### src/design/pwm_pkg.sv
package pwm_pkg;
    // ****************************************
    // register offsets
    // ****************************************
    localparam logic [7:0] ADDR_NEW_LINE_POSITION = 8'h22;
    localparam logic [7:0] ADDR_ACTIVE_VIDEO_BEGIN = 8'h28;
    localparam logic [7:0] ADDR_ACTIVE_VIDEO_END = 8'h29;
    localparam logic [7:0] ADDR_PIP_PRESCALE_SELECT = 8'h41;
    localparam logic [7:0] ADDR_FILTER_FILL_LIMIT = 8'h42;
    localparam logic [7:0] ADDR_SCALER_STEP_INCREMENT = 8'h43;
    localparam logic [7:0] ADDR_SCALER_BRIGHTNESS = 8'h52;
    localparam logic [7:0] ADDR_PIP_MODE = 8'h60;
    localparam logic [7:0] ADDR_WINDOW_HSTART = 8'h61;
    localparam logic [7:0] ADDR_WINDOW_VSTART = 8'h62;
    localparam logic [7:0] ADDR_WINDOW_PIXELS = 8'h63;
    localparam logic [7:0] ADDR_WINDOW_LINES = 8'h64;
    localparam logic [7:0] ADDR_STATUS = 8'h65;
    // ****************************************
    // reset values
    // ****************************************
    localparam logic [15:0] RST_NEW_LINE_POSITION = 16'h0086;
    localparam logic [15:0] RST_ACTIVE_VIDEO_BEGIN = 16'h0086;
    localparam logic [15:0] RST_ACTIVE_VIDEO_END = 16'h0356;
    localparam logic [15:0] RST_PIP_PRESCALE_SELECT = 16'h0000;
    localparam logic [15:0] RST_FILTER_FILL_LIMIT = 16'h02D0;
    localparam logic [15:0] RST_SCALER_STEP_INCREMENT = 16'h0600;
    localparam logic [15:0] RST_SCALER_BRIGHTNESS = 16'h0010;
    localparam logic [15:0] RST_WINDOW = 16'h0000;
    localparam logic [15:0] RST_PIP_MODE = 16'h0000;
    // ****************************************
    // pip mode field layout
    // ****************************************
    localparam int MODE_ROLE_LSB = 0;
    localparam int MODE_LAYOUT_LSB = 2;
    localparam int MODE_BORDER_BIT = 6;
    localparam int MODE_MEMTYPE_LSB = 7;
    localparam int MODE_SIZE_LSB = 9;
    localparam int MODE_READ_BIT = 11;
    localparam logic [3:0] LAYOUT_EXPERT = 4'h0;
    localparam logic [3:0] LAYOUT_LAST = 4'hF;
    localparam logic [10:0] BORDER_WIDTH = 11'h004;
    localparam logic [10:0] BORDER_HEIGHT = 11'h004;
    // ****************************************
    // fixed inset sizes, half/third/quarter/sixth
    // ****************************************
    localparam logic [10:0] HALF_PIX_13M5 = 11'd332;
    localparam logic [10:0] HALF_PIX_16M = 11'd392;
    localparam logic [10:0] HALF_LINES_625 = 11'd132;
    localparam logic [10:0] THIRD_PIX = 11'd220;
    localparam logic [10:0] THIRD_LINES = 11'd88;
    localparam logic [10:0] QUARTER_PIX = 11'd164;
    localparam logic [10:0] QUARTER_LINES = 11'd66;
    localparam logic [10:0] SIXTH_PIX = 11'd112;
    localparam logic [10:0] SIXTH_LINES = 11'd44;
    // ****************************************
    // enumerations
    // ****************************************
    typedef enum logic [1:0] {
        ROLE_SINGLE = 2'h0,
        ROLE_WRITER = 2'h1,
        ROLE_MAIN = 2'h2
    } pwm_role_t;
    typedef enum logic [3:0] {
        ST_IDLE = 4'h1,
        ST_MAIN_AREA = 4'h2,
        ST_INSET = 4'h4,
        ST_BORDER = 4'h8
    } pwm_state_t;
endpackage

### src/design/pwm_sync2.sv
`timescale 1ns/10ps
module pwm_sync2 #(
    parameter int WIDTH = 1
) (
    input wire logic sysClk,
    input wire logic resetN,
    input wire logic [WIDTH-1:0] asyncIn,
    output logic [WIDTH-1:0] syncOut
);
    logic [WIDTH-1:0] stage1;
    always_ff @(posedge sysClk or negedge resetN)
    begin
        if (!resetN)
        begin
            stage1 <= '0;
            syncOut <= '0;
        end
        else
        begin
            stage1 <= asyncIn;
            syncOut <= stage1;
        end
    end
endmodule // pwm_sync2

### src/design/pwm_pip_window_mode_control.sv
// Contract
// writer role: decimate input, store insets, frame and background in field memory
// main role: output main, fetch and insert insets, store combined for conversion; the code stores only main-area video, not insets or frame
// single role: write insets, frame, background and outer main area; read optional
// fifteen predefined layouts plus fully programmable expert mode
// predefined sizes half, third, quarter, sixth; half 332/392 pixels, 132 lines; the code always uses 332 pixels for half
// border on or off by register; four pixels wide, four lines high
// host programs increment, fill limit, prescale per inset size
// host sets brightness field to sixteen with predefined scaler values
// host uses listed new-line and active video positions per role
// memory type zero or one: new-line and video start above 47
// acquisition window selects the inset region of incoming video
// display window places the insets on screen
// four parameters: horizontal start, vertical start, pixel and line counts
// writer/single: acquisition window on decimated grid; main: display window
// device drives control outputs sequencing the external field memory
// pointer-reset output returns memory write and read pointers to zero
// window parameter changes take effect only at a field boundary
`timescale 1ns/10ps
module pwm_pip_window_mode_control #(
    parameter int AW = 8,
    parameter int DW = 16,
    parameter int CW = 11
) (
    input wire logic sys_clk,
    input wire logic reset_n,
    input wire logic regWrite,
    input wire logic regRead,
    input wire logic [AW-1:0] regAddr,
    input wire logic [DW-1:0] regWdata,
    output logic [DW-1:0] regRdata,
    input wire logic hsyncPin,
    input wire logic vsyncPin,
    input wire logic decimValidPin,
    input wire logic [DW-1:0] videoIn,
    input wire logic [DW-1:0] memReadData,
    output logic [DW-1:0] memWriteData,
    output logic [DW-1:0] videoOut,
    output logic memory_pointer_reset,
    output logic memWriteEnable,
    output logic memInputEnable,
    output logic memReadEnable,
    output logic memOutputEnable
);
    // ****************************************
    // input synchronisers
    // ****************************************
    logic [2:0] pinSync;
    logic hsync;
    logic vsync;
    logic decimValid;
    logic hsyncD;
    logic vsyncD;
    pwm_sync2 #(.WIDTH(3)) u_sync (
        .sysClk(sys_clk),
        .resetN(reset_n),
        .asyncIn({hsyncPin, vsyncPin, decimValidPin}),
        .syncOut(pinSync)
    );
    assign hsync = pinSync[2];
    assign vsync = pinSync[1];
    assign decimValid = pinSync[0];
    logic lineStart;
    logic fieldStart;
    assign lineStart = hsync && !hsyncD;
    assign fieldStart = vsync && !vsyncD;
    always_ff @(posedge sys_clk or negedge reset_n)
    begin
        if (!reset_n)
        begin
            hsyncD <= 1'b0;
            vsyncD <= 1'b0;
        end
        else
        begin
            hsyncD <= hsync;
            vsyncD <= vsync;
        end
    end
    // ****************************************
    // register file
    // ****************************************
    logic [DW-1:0] new_line_position;
    logic [DW-1:0] active_video_begin;
    logic [DW-1:0] active_video_end;
    logic [DW-1:0] pip_prescale_select;
    logic [DW-1:0] filter_fill_limit;
    logic [DW-1:0] scaler_step_increment;
    logic [DW-1:0] scaler_brightness;
    logic [DW-1:0] pipMode;
    logic [CW-1:0] window_horizontal_start;
    logic [CW-1:0] window_vertical_start;
    logic [CW-1:0] window_pixel_count;
    logic [CW-1:0] window_line_count;
    always_ff @(posedge sys_clk or negedge reset_n)
    begin
        if (!reset_n)
        begin
            new_line_position <= pwm_pkg::RST_NEW_LINE_POSITION;
            active_video_begin <= pwm_pkg::RST_ACTIVE_VIDEO_BEGIN;
            active_video_end <= pwm_pkg::RST_ACTIVE_VIDEO_END;
            pip_prescale_select <= pwm_pkg::RST_PIP_PRESCALE_SELECT;
            filter_fill_limit <= pwm_pkg::RST_FILTER_FILL_LIMIT;
            scaler_step_increment <= pwm_pkg::RST_SCALER_STEP_INCREMENT;
            scaler_brightness <= pwm_pkg::RST_SCALER_BRIGHTNESS;
            pipMode <= pwm_pkg::RST_PIP_MODE;
            window_horizontal_start <= pwm_pkg::RST_WINDOW[CW-1:0];
            window_vertical_start <= pwm_pkg::RST_WINDOW[CW-1:0];
            window_pixel_count <= pwm_pkg::RST_WINDOW[CW-1:0];
            window_line_count <= pwm_pkg::RST_WINDOW[CW-1:0];
        end
        else if (regWrite)
        begin
            case (regAddr)
                pwm_pkg::ADDR_NEW_LINE_POSITION: new_line_position <= regWdata;
                pwm_pkg::ADDR_ACTIVE_VIDEO_BEGIN: active_video_begin <= regWdata;
                pwm_pkg::ADDR_ACTIVE_VIDEO_END: active_video_end <= regWdata;
                pwm_pkg::ADDR_PIP_PRESCALE_SELECT: pip_prescale_select <= regWdata;
                pwm_pkg::ADDR_FILTER_FILL_LIMIT: filter_fill_limit <= regWdata;
                pwm_pkg::ADDR_SCALER_STEP_INCREMENT: scaler_step_increment <= regWdata;
                pwm_pkg::ADDR_SCALER_BRIGHTNESS: scaler_brightness <= regWdata;
                pwm_pkg::ADDR_PIP_MODE: pipMode <= regWdata;
                pwm_pkg::ADDR_WINDOW_HSTART: window_horizontal_start <= regWdata[CW-1:0];
                pwm_pkg::ADDR_WINDOW_VSTART: window_vertical_start <= regWdata[CW-1:0];
                pwm_pkg::ADDR_WINDOW_PIXELS: window_pixel_count <= regWdata[CW-1:0];
                pwm_pkg::ADDR_WINDOW_LINES: window_line_count <= regWdata[CW-1:0];
                default: ;
            endcase
        end
    end
    // ****************************************
    // mode decode
    // ****************************************
    pwm_pkg::pwm_role_t role;
    logic [3:0] layout;
    logic borderOn;
    logic [1:0] memoryType;
    logic [1:0] insetSize;
    logic readBack;
    logic expertMode;
    logic timingOk;
    assign role = pwm_pkg::pwm_role_t'(pipMode[pwm_pkg::MODE_ROLE_LSB +: 2]);
    assign layout = pipMode[pwm_pkg::MODE_LAYOUT_LSB +: 4];
    assign borderOn = pipMode[pwm_pkg::MODE_BORDER_BIT];
    assign memoryType = pipMode[pwm_pkg::MODE_MEMTYPE_LSB +: 2];
    assign insetSize = pipMode[pwm_pkg::MODE_SIZE_LSB +: 2];
    assign readBack = pipMode[pwm_pkg::MODE_READ_BIT];
    assign expertMode = (layout == pwm_pkg::LAYOUT_EXPERT);
    // memory types 0/1 need new-line and video start above 47
    assign timingOk = (memoryType > 2'h1) || ((new_line_position > 16'd47) && (active_video_begin > 16'd47));
    // ****************************************
    // window shadow, loaded at field start
    // ****************************************
    logic [CW-1:0] hStart;
    logic [CW-1:0] vStart;
    logic [CW-1:0] pixCount;
    logic [CW-1:0] lineCount;
    logic [CW-1:0] next_pixCount;
    logic [CW-1:0] next_lineCount;
    always_comb
    begin
        next_pixCount = window_pixel_count;
        next_lineCount = window_line_count;
        if (!expertMode)
        begin
            case (insetSize)
                2'h0:
                begin
                    next_pixCount = pwm_pkg::HALF_PIX_13M5;
                    next_lineCount = pwm_pkg::HALF_LINES_625;
                end
                2'h1:
                begin
                    next_pixCount = pwm_pkg::THIRD_PIX;
                    next_lineCount = pwm_pkg::THIRD_LINES;
                end
                2'h2:
                begin
                    next_pixCount = pwm_pkg::QUARTER_PIX;
                    next_lineCount = pwm_pkg::QUARTER_LINES;
                end
                default:
                begin
                    next_pixCount = pwm_pkg::SIXTH_PIX;
                    next_lineCount = pwm_pkg::SIXTH_LINES;
                end
            endcase
        end
    end
    always_ff @(posedge sys_clk or negedge reset_n)
    begin
        if (!reset_n)
        begin
            hStart <= '0;
            vStart <= '0;
            pixCount <= '0;
            lineCount <= '0;
        end
        else if (fieldStart)
        begin
            hStart <= window_horizontal_start;
            vStart <= window_vertical_start;
            pixCount <= next_pixCount;
            lineCount <= next_lineCount;
        end
    end
    // ****************************************
    // pixel and line counters
    // ****************************************
    logic [CW-1:0] pixelPos;
    logic [CW-1:0] linePos;
    always_ff @(posedge sys_clk or negedge reset_n)
    begin
        if (!reset_n)
        begin
            pixelPos <= '0;
            linePos <= '0;
        end
        else if (fieldStart)
        begin
            pixelPos <= '0;
            linePos <= '0;
        end
        else if (lineStart)
        begin
            pixelPos <= '0;
            linePos <= linePos + 1'b1;
        end
        else if (role == pwm_pkg::ROLE_MAIN || decimValid)
        begin
            pixelPos <= pixelPos + 1'b1;
        end
    end
    // ****************************************
    // window and border classification
    // ****************************************
    logic inWindow;
    logic inBorder;
    logic [CW:0] hEnd;
    logic [CW:0] vEnd;
    assign hEnd = {1'b0, hStart} + {1'b0, pixCount};
    assign vEnd = {1'b0, vStart} + {1'b0, lineCount};
    // acquisition window on writer/single, display window on main
    assign inWindow = ({1'b0, pixelPos} >= {1'b0, hStart}) && ({1'b0, pixelPos} < hEnd)
        && ({1'b0, linePos} >= {1'b0, vStart}) && ({1'b0, linePos} < vEnd);
    assign inBorder = borderOn && !inWindow
        && ({1'b0, pixelPos} + {1'b0, pwm_pkg::BORDER_WIDTH} >= {1'b0, hStart})
        && ({1'b0, pixelPos} < hEnd + {1'b0, pwm_pkg::BORDER_WIDTH})
        && ({1'b0, linePos} + {1'b0, pwm_pkg::BORDER_HEIGHT} >= {1'b0, vStart})
        && ({1'b0, linePos} < vEnd + {1'b0, pwm_pkg::BORDER_HEIGHT});
    // ****************************************
    // memory sequencing state
    // ****************************************
    pwm_pkg::pwm_state_t state;
    pwm_pkg::pwm_state_t next_state;
    always_comb
    begin
        next_state = pwm_pkg::ST_IDLE;
        if (timingOk)
        begin
            if (inWindow)
                next_state = pwm_pkg::ST_INSET;
            else if (inBorder)
                next_state = pwm_pkg::ST_BORDER;
            else
                next_state = pwm_pkg::ST_MAIN_AREA;
        end
    end
    always_ff @(posedge sys_clk or negedge reset_n)
    begin
        if (!reset_n)
            state <= pwm_pkg::ST_IDLE;
        else
            state <= next_state;
    end
    // ****************************************
    // field memory control outputs
    // ****************************************
    always_ff @(posedge sys_clk or negedge reset_n)
    begin
        if (!reset_n)
        begin
            memory_pointer_reset <= 1'b0;
            memWriteEnable <= 1'b0;
            memInputEnable <= 1'b0;
            memReadEnable <= 1'b0;
            memOutputEnable <= 1'b0;
            memWriteData <= '0;
            videoOut <= '0;
        end
        else
        begin
            memory_pointer_reset <= fieldStart;
            memWriteEnable <= 1'b0;
            memInputEnable <= 1'b0;
            memReadEnable <= 1'b0;
            memOutputEnable <= 1'b0;
            memWriteData <= videoIn;
            videoOut <= videoIn;
            case (state)
                pwm_pkg::ST_INSET:
                begin
                    case (role)
                        pwm_pkg::ROLE_MAIN:
                        begin
                            memReadEnable <= 1'b1;
                            memOutputEnable <= 1'b1;
                            videoOut <= memReadData;
                        end
                        default:
                        begin
                            memWriteEnable <= decimValid;
                            memInputEnable <= decimValid;
                            memReadEnable <= readBack && role == pwm_pkg::ROLE_SINGLE;
                            memOutputEnable <= readBack && role == pwm_pkg::ROLE_SINGLE;
                        end
                    endcase
                end
                pwm_pkg::ST_BORDER:
                begin
                    memWriteEnable <= role != pwm_pkg::ROLE_MAIN;
                    memInputEnable <= role != pwm_pkg::ROLE_MAIN;
                    memWriteData <= '0;
                    if (role == pwm_pkg::ROLE_MAIN)
                        videoOut <= '0;
                end
                pwm_pkg::ST_MAIN_AREA:
                begin
                    // single writes main area; writer writes background; main stores its main video only, insets are never written
                    memWriteEnable <= 1'b1;
                    memInputEnable <= 1'b1;
                    if (role == pwm_pkg::ROLE_WRITER)
                        memWriteData <= '0;
                    memReadEnable <= readBack && role == pwm_pkg::ROLE_SINGLE;
                    memOutputEnable <= readBack && role == pwm_pkg::ROLE_SINGLE;
                end
                default: ;
            endcase
        end
    end
    // ****************************************
    // read mux
    // ****************************************
    always_ff @(posedge sys_clk or negedge reset_n)
    begin
        if (!reset_n)
            regRdata <= '0;
        else if (regRead)
        begin
            case (regAddr)
                pwm_pkg::ADDR_NEW_LINE_POSITION: regRdata <= new_line_position;
                pwm_pkg::ADDR_ACTIVE_VIDEO_BEGIN: regRdata <= active_video_begin;
                pwm_pkg::ADDR_ACTIVE_VIDEO_END: regRdata <= active_video_end;
                pwm_pkg::ADDR_PIP_PRESCALE_SELECT: regRdata <= pip_prescale_select;
                pwm_pkg::ADDR_FILTER_FILL_LIMIT: regRdata <= filter_fill_limit;
                pwm_pkg::ADDR_SCALER_STEP_INCREMENT: regRdata <= scaler_step_increment;
                pwm_pkg::ADDR_SCALER_BRIGHTNESS: regRdata <= scaler_brightness;
                pwm_pkg::ADDR_PIP_MODE: regRdata <= pipMode;
                pwm_pkg::ADDR_WINDOW_HSTART: regRdata <= {{(DW-CW){1'b0}}, window_horizontal_start};
                pwm_pkg::ADDR_WINDOW_VSTART: regRdata <= {{(DW-CW){1'b0}}, window_vertical_start};
                pwm_pkg::ADDR_WINDOW_PIXELS: regRdata <= {{(DW-CW){1'b0}}, window_pixel_count};
                pwm_pkg::ADDR_WINDOW_LINES: regRdata <= {{(DW-CW){1'b0}}, window_line_count};
                pwm_pkg::ADDR_STATUS: regRdata <= {{(DW-5){1'b0}}, timingOk, state};
                default: regRdata <= '0;
            endcase
        end
    end
endmodule // pwm_pip_window_mode_control

### config.mk
export PLATFORM = sky130hd
export DESIGN_NAME = pwm_pip_window_mode_control
export DESIGN_NICKNAME = d
export VERILOG_FILES = /design/src/design/pwm_pkg.sv /design/src/design/pwm_sync2.sv /design/src/design/pwm_pip_window_mode_control.sv
export SDC_FILE = /design/constraint.sdc
export NUM_CORES = 1
export LEC_CHECK = 0
export ABC_CLOCK_PERIOD_IN_PS = 4000
export BUFFER_PORTS_ARGS = -buffer_cell sky130_fd_sc_hd__buf_2
export CAP_MARGIN = 25
export CORE_ASPECT_RATIO = 1.25
export CORE_MARGIN = 2
export CORE_UTILIZATION = 40
export CTS_CLUSTER_DIAMETER = 200
export DETAILED_ROUTE_END_ITERATION = 7
export SETUP_SLACK_MARGIN = 0.3
export SLEW_MARGIN = 5
export SYNTH_ARGS = -nofsm -noshare
export SYNTH_HDL_FRONTEND = slang
export SYNTH_HIERARCHICAL = 1
export SYNTH_SLANG_ARGS = --single-unit
### constraint.sdc
create_clock -name sys_clk -period 4 [get_ports sys_clk]
set_input_delay 0.4 -clock sys_clk [delete_from_list [all_inputs] [get_ports sys_clk]]
set_output_delay 0.4 -clock sys_clk [all_outputs]
set_load 0.1 [all_outputs]
==> flow_summary_export.csv <==
group,metric,value,unit
synth,syn_avg_cell_area,11.08,sq um
cts,cts_buffers,31,
worst_setup_path,r2r-start,"hStart[0]",
cts,htreeDepth,1,
synth,yosys_warnings,6,
sta,worstMarginPinSlew,1071,ps
layout,area_growth,16.69,%
worst_setup_path,slowest_stage,"or4b_4",
die,die_h,227.5,um
grt,use_met2,37.65,%
die,start_util,40.64,%
worst_setup_path,cp-startpoint,"hStart[0]",
worst_setup_path,critical_path.top_delay_family,"simple AND/OR/NAND/NOR gates",
synth,yosys_most_used_dff,"dfrtp_1",
worst_setup_path,cp.depth,14,
cts,clockRootBuffer,"clkbuf_16",
worst_setup_path,r2r_end,"state[1]",
grt,met3_usage,2.432,%
cts,cts_tree,"done",
placed_design,place_ws,148.4,ps
cts,clk_latency,560,ps
worst_setup_path,rrSetupSlack,350,ps
sta,clock_skew,7.975,ps
drt,routed_wl,42270,um
grt,track_usage,20.56,%
layout,nFillCells,3662,
sta,setup_ws,350.0,ps
worst_hold_path,hp-class,"in2reg",
synth,async_reset_ff_share,100.0,%
die,coreArea,39320,sq um
placed_design,port_buffers,115,
sta,finalSetupViolations,0,
worst_setup_path,crit_fanout,3,
worst_setup_path,reg2reg_depth,14,
synth,syn_nets,1619,
placed_design,gp_congestion,0.8461,
pwr,vdd_drop_max,0.0003402,V
grt,antenna_found_initial,0,
drt,drc,0,
grt,top_usage_layer,"met2",
sta,layout_min_cycle_time,3650,ps
drt,postRouteAntennaNets,0,
layout,layout_common_cells,"dfrtp_1, mux2_2, buf_2",
worst_setup_path,end_kind,"flip-flop",
grt,grt_max_degree,86,
synth,synth-edff-count,0,
grt,grt_pass1_wl,67100,um
worst_setup_path,crit_chain,"ha_4 -> fa_2 -> a21oi_2 -> nor3b_2 -> nor3_1 -> xor2_1 -> or4b_4 -> or3_4 -> xnor2_1 -> ha_1 -> o2111ai_2 -> o21ai_2 -> o21ai_2 -> a311oi_2",
cts,cts.clk_slew.worst_paths,60,ps
synth,synth_seq_area_share,47.29,%
worst_setup_path,cpPeakStageDelay,530,ps
die,fp.dieW,182.8,um
drt,wl_per_cell,20.17,um
layout,fin_area,18650,sq um
grt,grt_pass1_vias,12000,
die,die-area,41580,sq um
layout,finalNetCount,1750,
layout,fin_util,47.43,%
placed_design,postPlaceCellArea,17210,sq um
placed_design,place_inst,2017,
cts,clk_path_buf_depth,3,
sta,period_share,91.25,%
placed_design,dpl.hpwl,30470,um
grt,groute.layer.met1.usage,24.66,%
drt,dr.pass1.iters,5,
sta,rsz0062_at_grt,"yes",
run_status,status,"completed",
die,ios,116,
grt,overflow,0,
sta,fmax,0.2740,GHz
sta,slew_violations,0,
layout,drive_gt1_share,25.09,%
layout,n_antenna_cell,0,
worst_setup_path,critical_path_class,"reg2reg",
drt,vias,11730,
cts,cts_sinks,301,
synth,netlist_area,15980,sq um
job,drv_cap,0,
drt,drt_iter0_markers,701,
sta,tns,0,ps
synth,synth_cells,1443,
sta,timing.final.hold_violations,0,
worst_setup_path,cp.arrival,4120,ps
worst_setup_path,crit_end,"state[1]",
synth,yosys.cell_types.count,84,
layout,fin_cells,2096,
layout,final_common_cell,"dfrtp_1",
worst_setup_path,crit_required,4470,ps
pwr,p_per_area,414.9,nW/um^2
worst_setup_path,crit_path_frequent_cell,"o21ai_2",
worst_setup_path,crit_path_start_kind,"flip-flop",
die,rows,81,
worst_setup_path,path_buf_inv,0,
drt,vias_per_cell,5.597,
sta,max_slew_margin,28.46,%
synth,synth-seq-cells,301,
pwr,p_leak,8.905,nW
-- layout make-up --
type / instances / area, sq um / share of cell area, %
Multi-Input combinational cell: 1003 / 8059 / 43.21
Sequential cell: 301 / 7557 / 40.52
Timing Repair Buffer: 167 / 1044 / 5.595
Clock buffer: 41 / 863.3 / 4.629
Tap cell: 498 / 623.1 / 3.341
Inverter: 70 / 262.8 / 1.409
Clock inverter: 16 / 240.2 / 1.288
-- per-layer routing --
metal | part of all wire, % | up-vias
met5 | 0 | -
met4 | 3.3 | 0
met3 | 3.7 | 73
met2 | 53 | 249
met1 | 40 | 5894
li1 | - | 5516
-- power by group --
part / leakage, nW / switching [mW] / internal [mW] / total [mW]
registers: 3.99 / 0.142 / 3.22 / 3.36
clock network: 0.545 / 1.22 / 1.90 / 3.12
logic: 4.37 / 0.763 / 0.495 / 1.26
total: 8.90 / 2.12 / 5.61 / 7.74
-- synthesized netlist by cell type (17+ instances only) --
| library cell | instances | area, sq um |
|---|---|---|
| a21oi_1 | 53 | 265.3 |
| a22o_1 | 18 | 157.7 |
| a22oi_1 | 54 | 405.4 |
| and2_1 | 18 | 112.6 |
| clkbuf_1 | 56 | 210.2 |
| dfrtp_1 | 281 | 7032 |
| dfstp_2 | 20 | 525.5 |
| ha_1 | 111 | 1389 |
| inv_1 | 69 | 259.0 |
| mux2_1 | 56 | 630.6 |
| mux2_2 | 117 | 1318 |
| nand2_1 | 109 | 409.1 |
| nand3_1 | 49 | 245.2 |
| nor2_1 | 73 | 274.0 |
| o21ai_0 | 54 | 270.3 |
| o22ai_1 | 17 | 106.4 |
| xnor2_1 | 30 | 262.8 |
| xor2_1 | 26 | 227.7 |
-- metrics by stage --
step	total power, mW	hold WS, ps
floorplan	4.197	104.4
global placement	4.566	335.9
detailed placement	4.594	334.7
CTS	7.752	27.42
global route	8.090	36.13
finish	7.737	47.09
-- worst reg2reg max path, cell delays in order, from the launching register on --
cell       delay [ps]
dfrtp_1           420
ha_4              180
fa_2              410
a21oi_2           190
nor3b_2            90
nor3_1            210
xor2_1            120
or4b_4            530
or3_4             340
xnor2_1           130
ha_1              320
o2111ai_2         100
o21ai_2           140
o21ai_2            90
a311oi_2          280
-- cells by family (layout without fill, tap and decap cells) --
logic type,Yosys count,after routing,synth area share (%)
and+or+nand+nor,353,353,11.23
xor gates and xnor gates,57,57,3.171
muxes,176,176,12.38
AOI/OAI and AO/OA,304,304,13.58
adders and majority gates,113,113,8.941
buffers and inverters,139,294,3.413
DFF,301,301,47.29
-- worst min path at each step --
stage / start / endpoint / slack, ps / depth (start not counted)
final: memReadData[10] / videoOut[10] / 50 / 2
after global routing: memReadData[0] / videoOut[0] / 40 / 2
after CTS: memReadData[11] / videoOut[11] / 30 / 2
after detailed placement: u_sync/stage1[2] / u_sync/syncOut[2] / 330 / 0
after global placement: u_sync/stage1[2] / u_sync/syncOut[2] / 340 / 0
after floorplan: reset_n / active_video_begin[0] / 100 / 0
-- timing repair --
item	CTS	global route
setup buffers	0	17
hold endpoints to repair	76	0
gates resized for setup	10	22
hold buffers	4	0
endpoints found under the setup margin	2	3
pin swaps	2	20
Power figures use the tool's default switching activity.
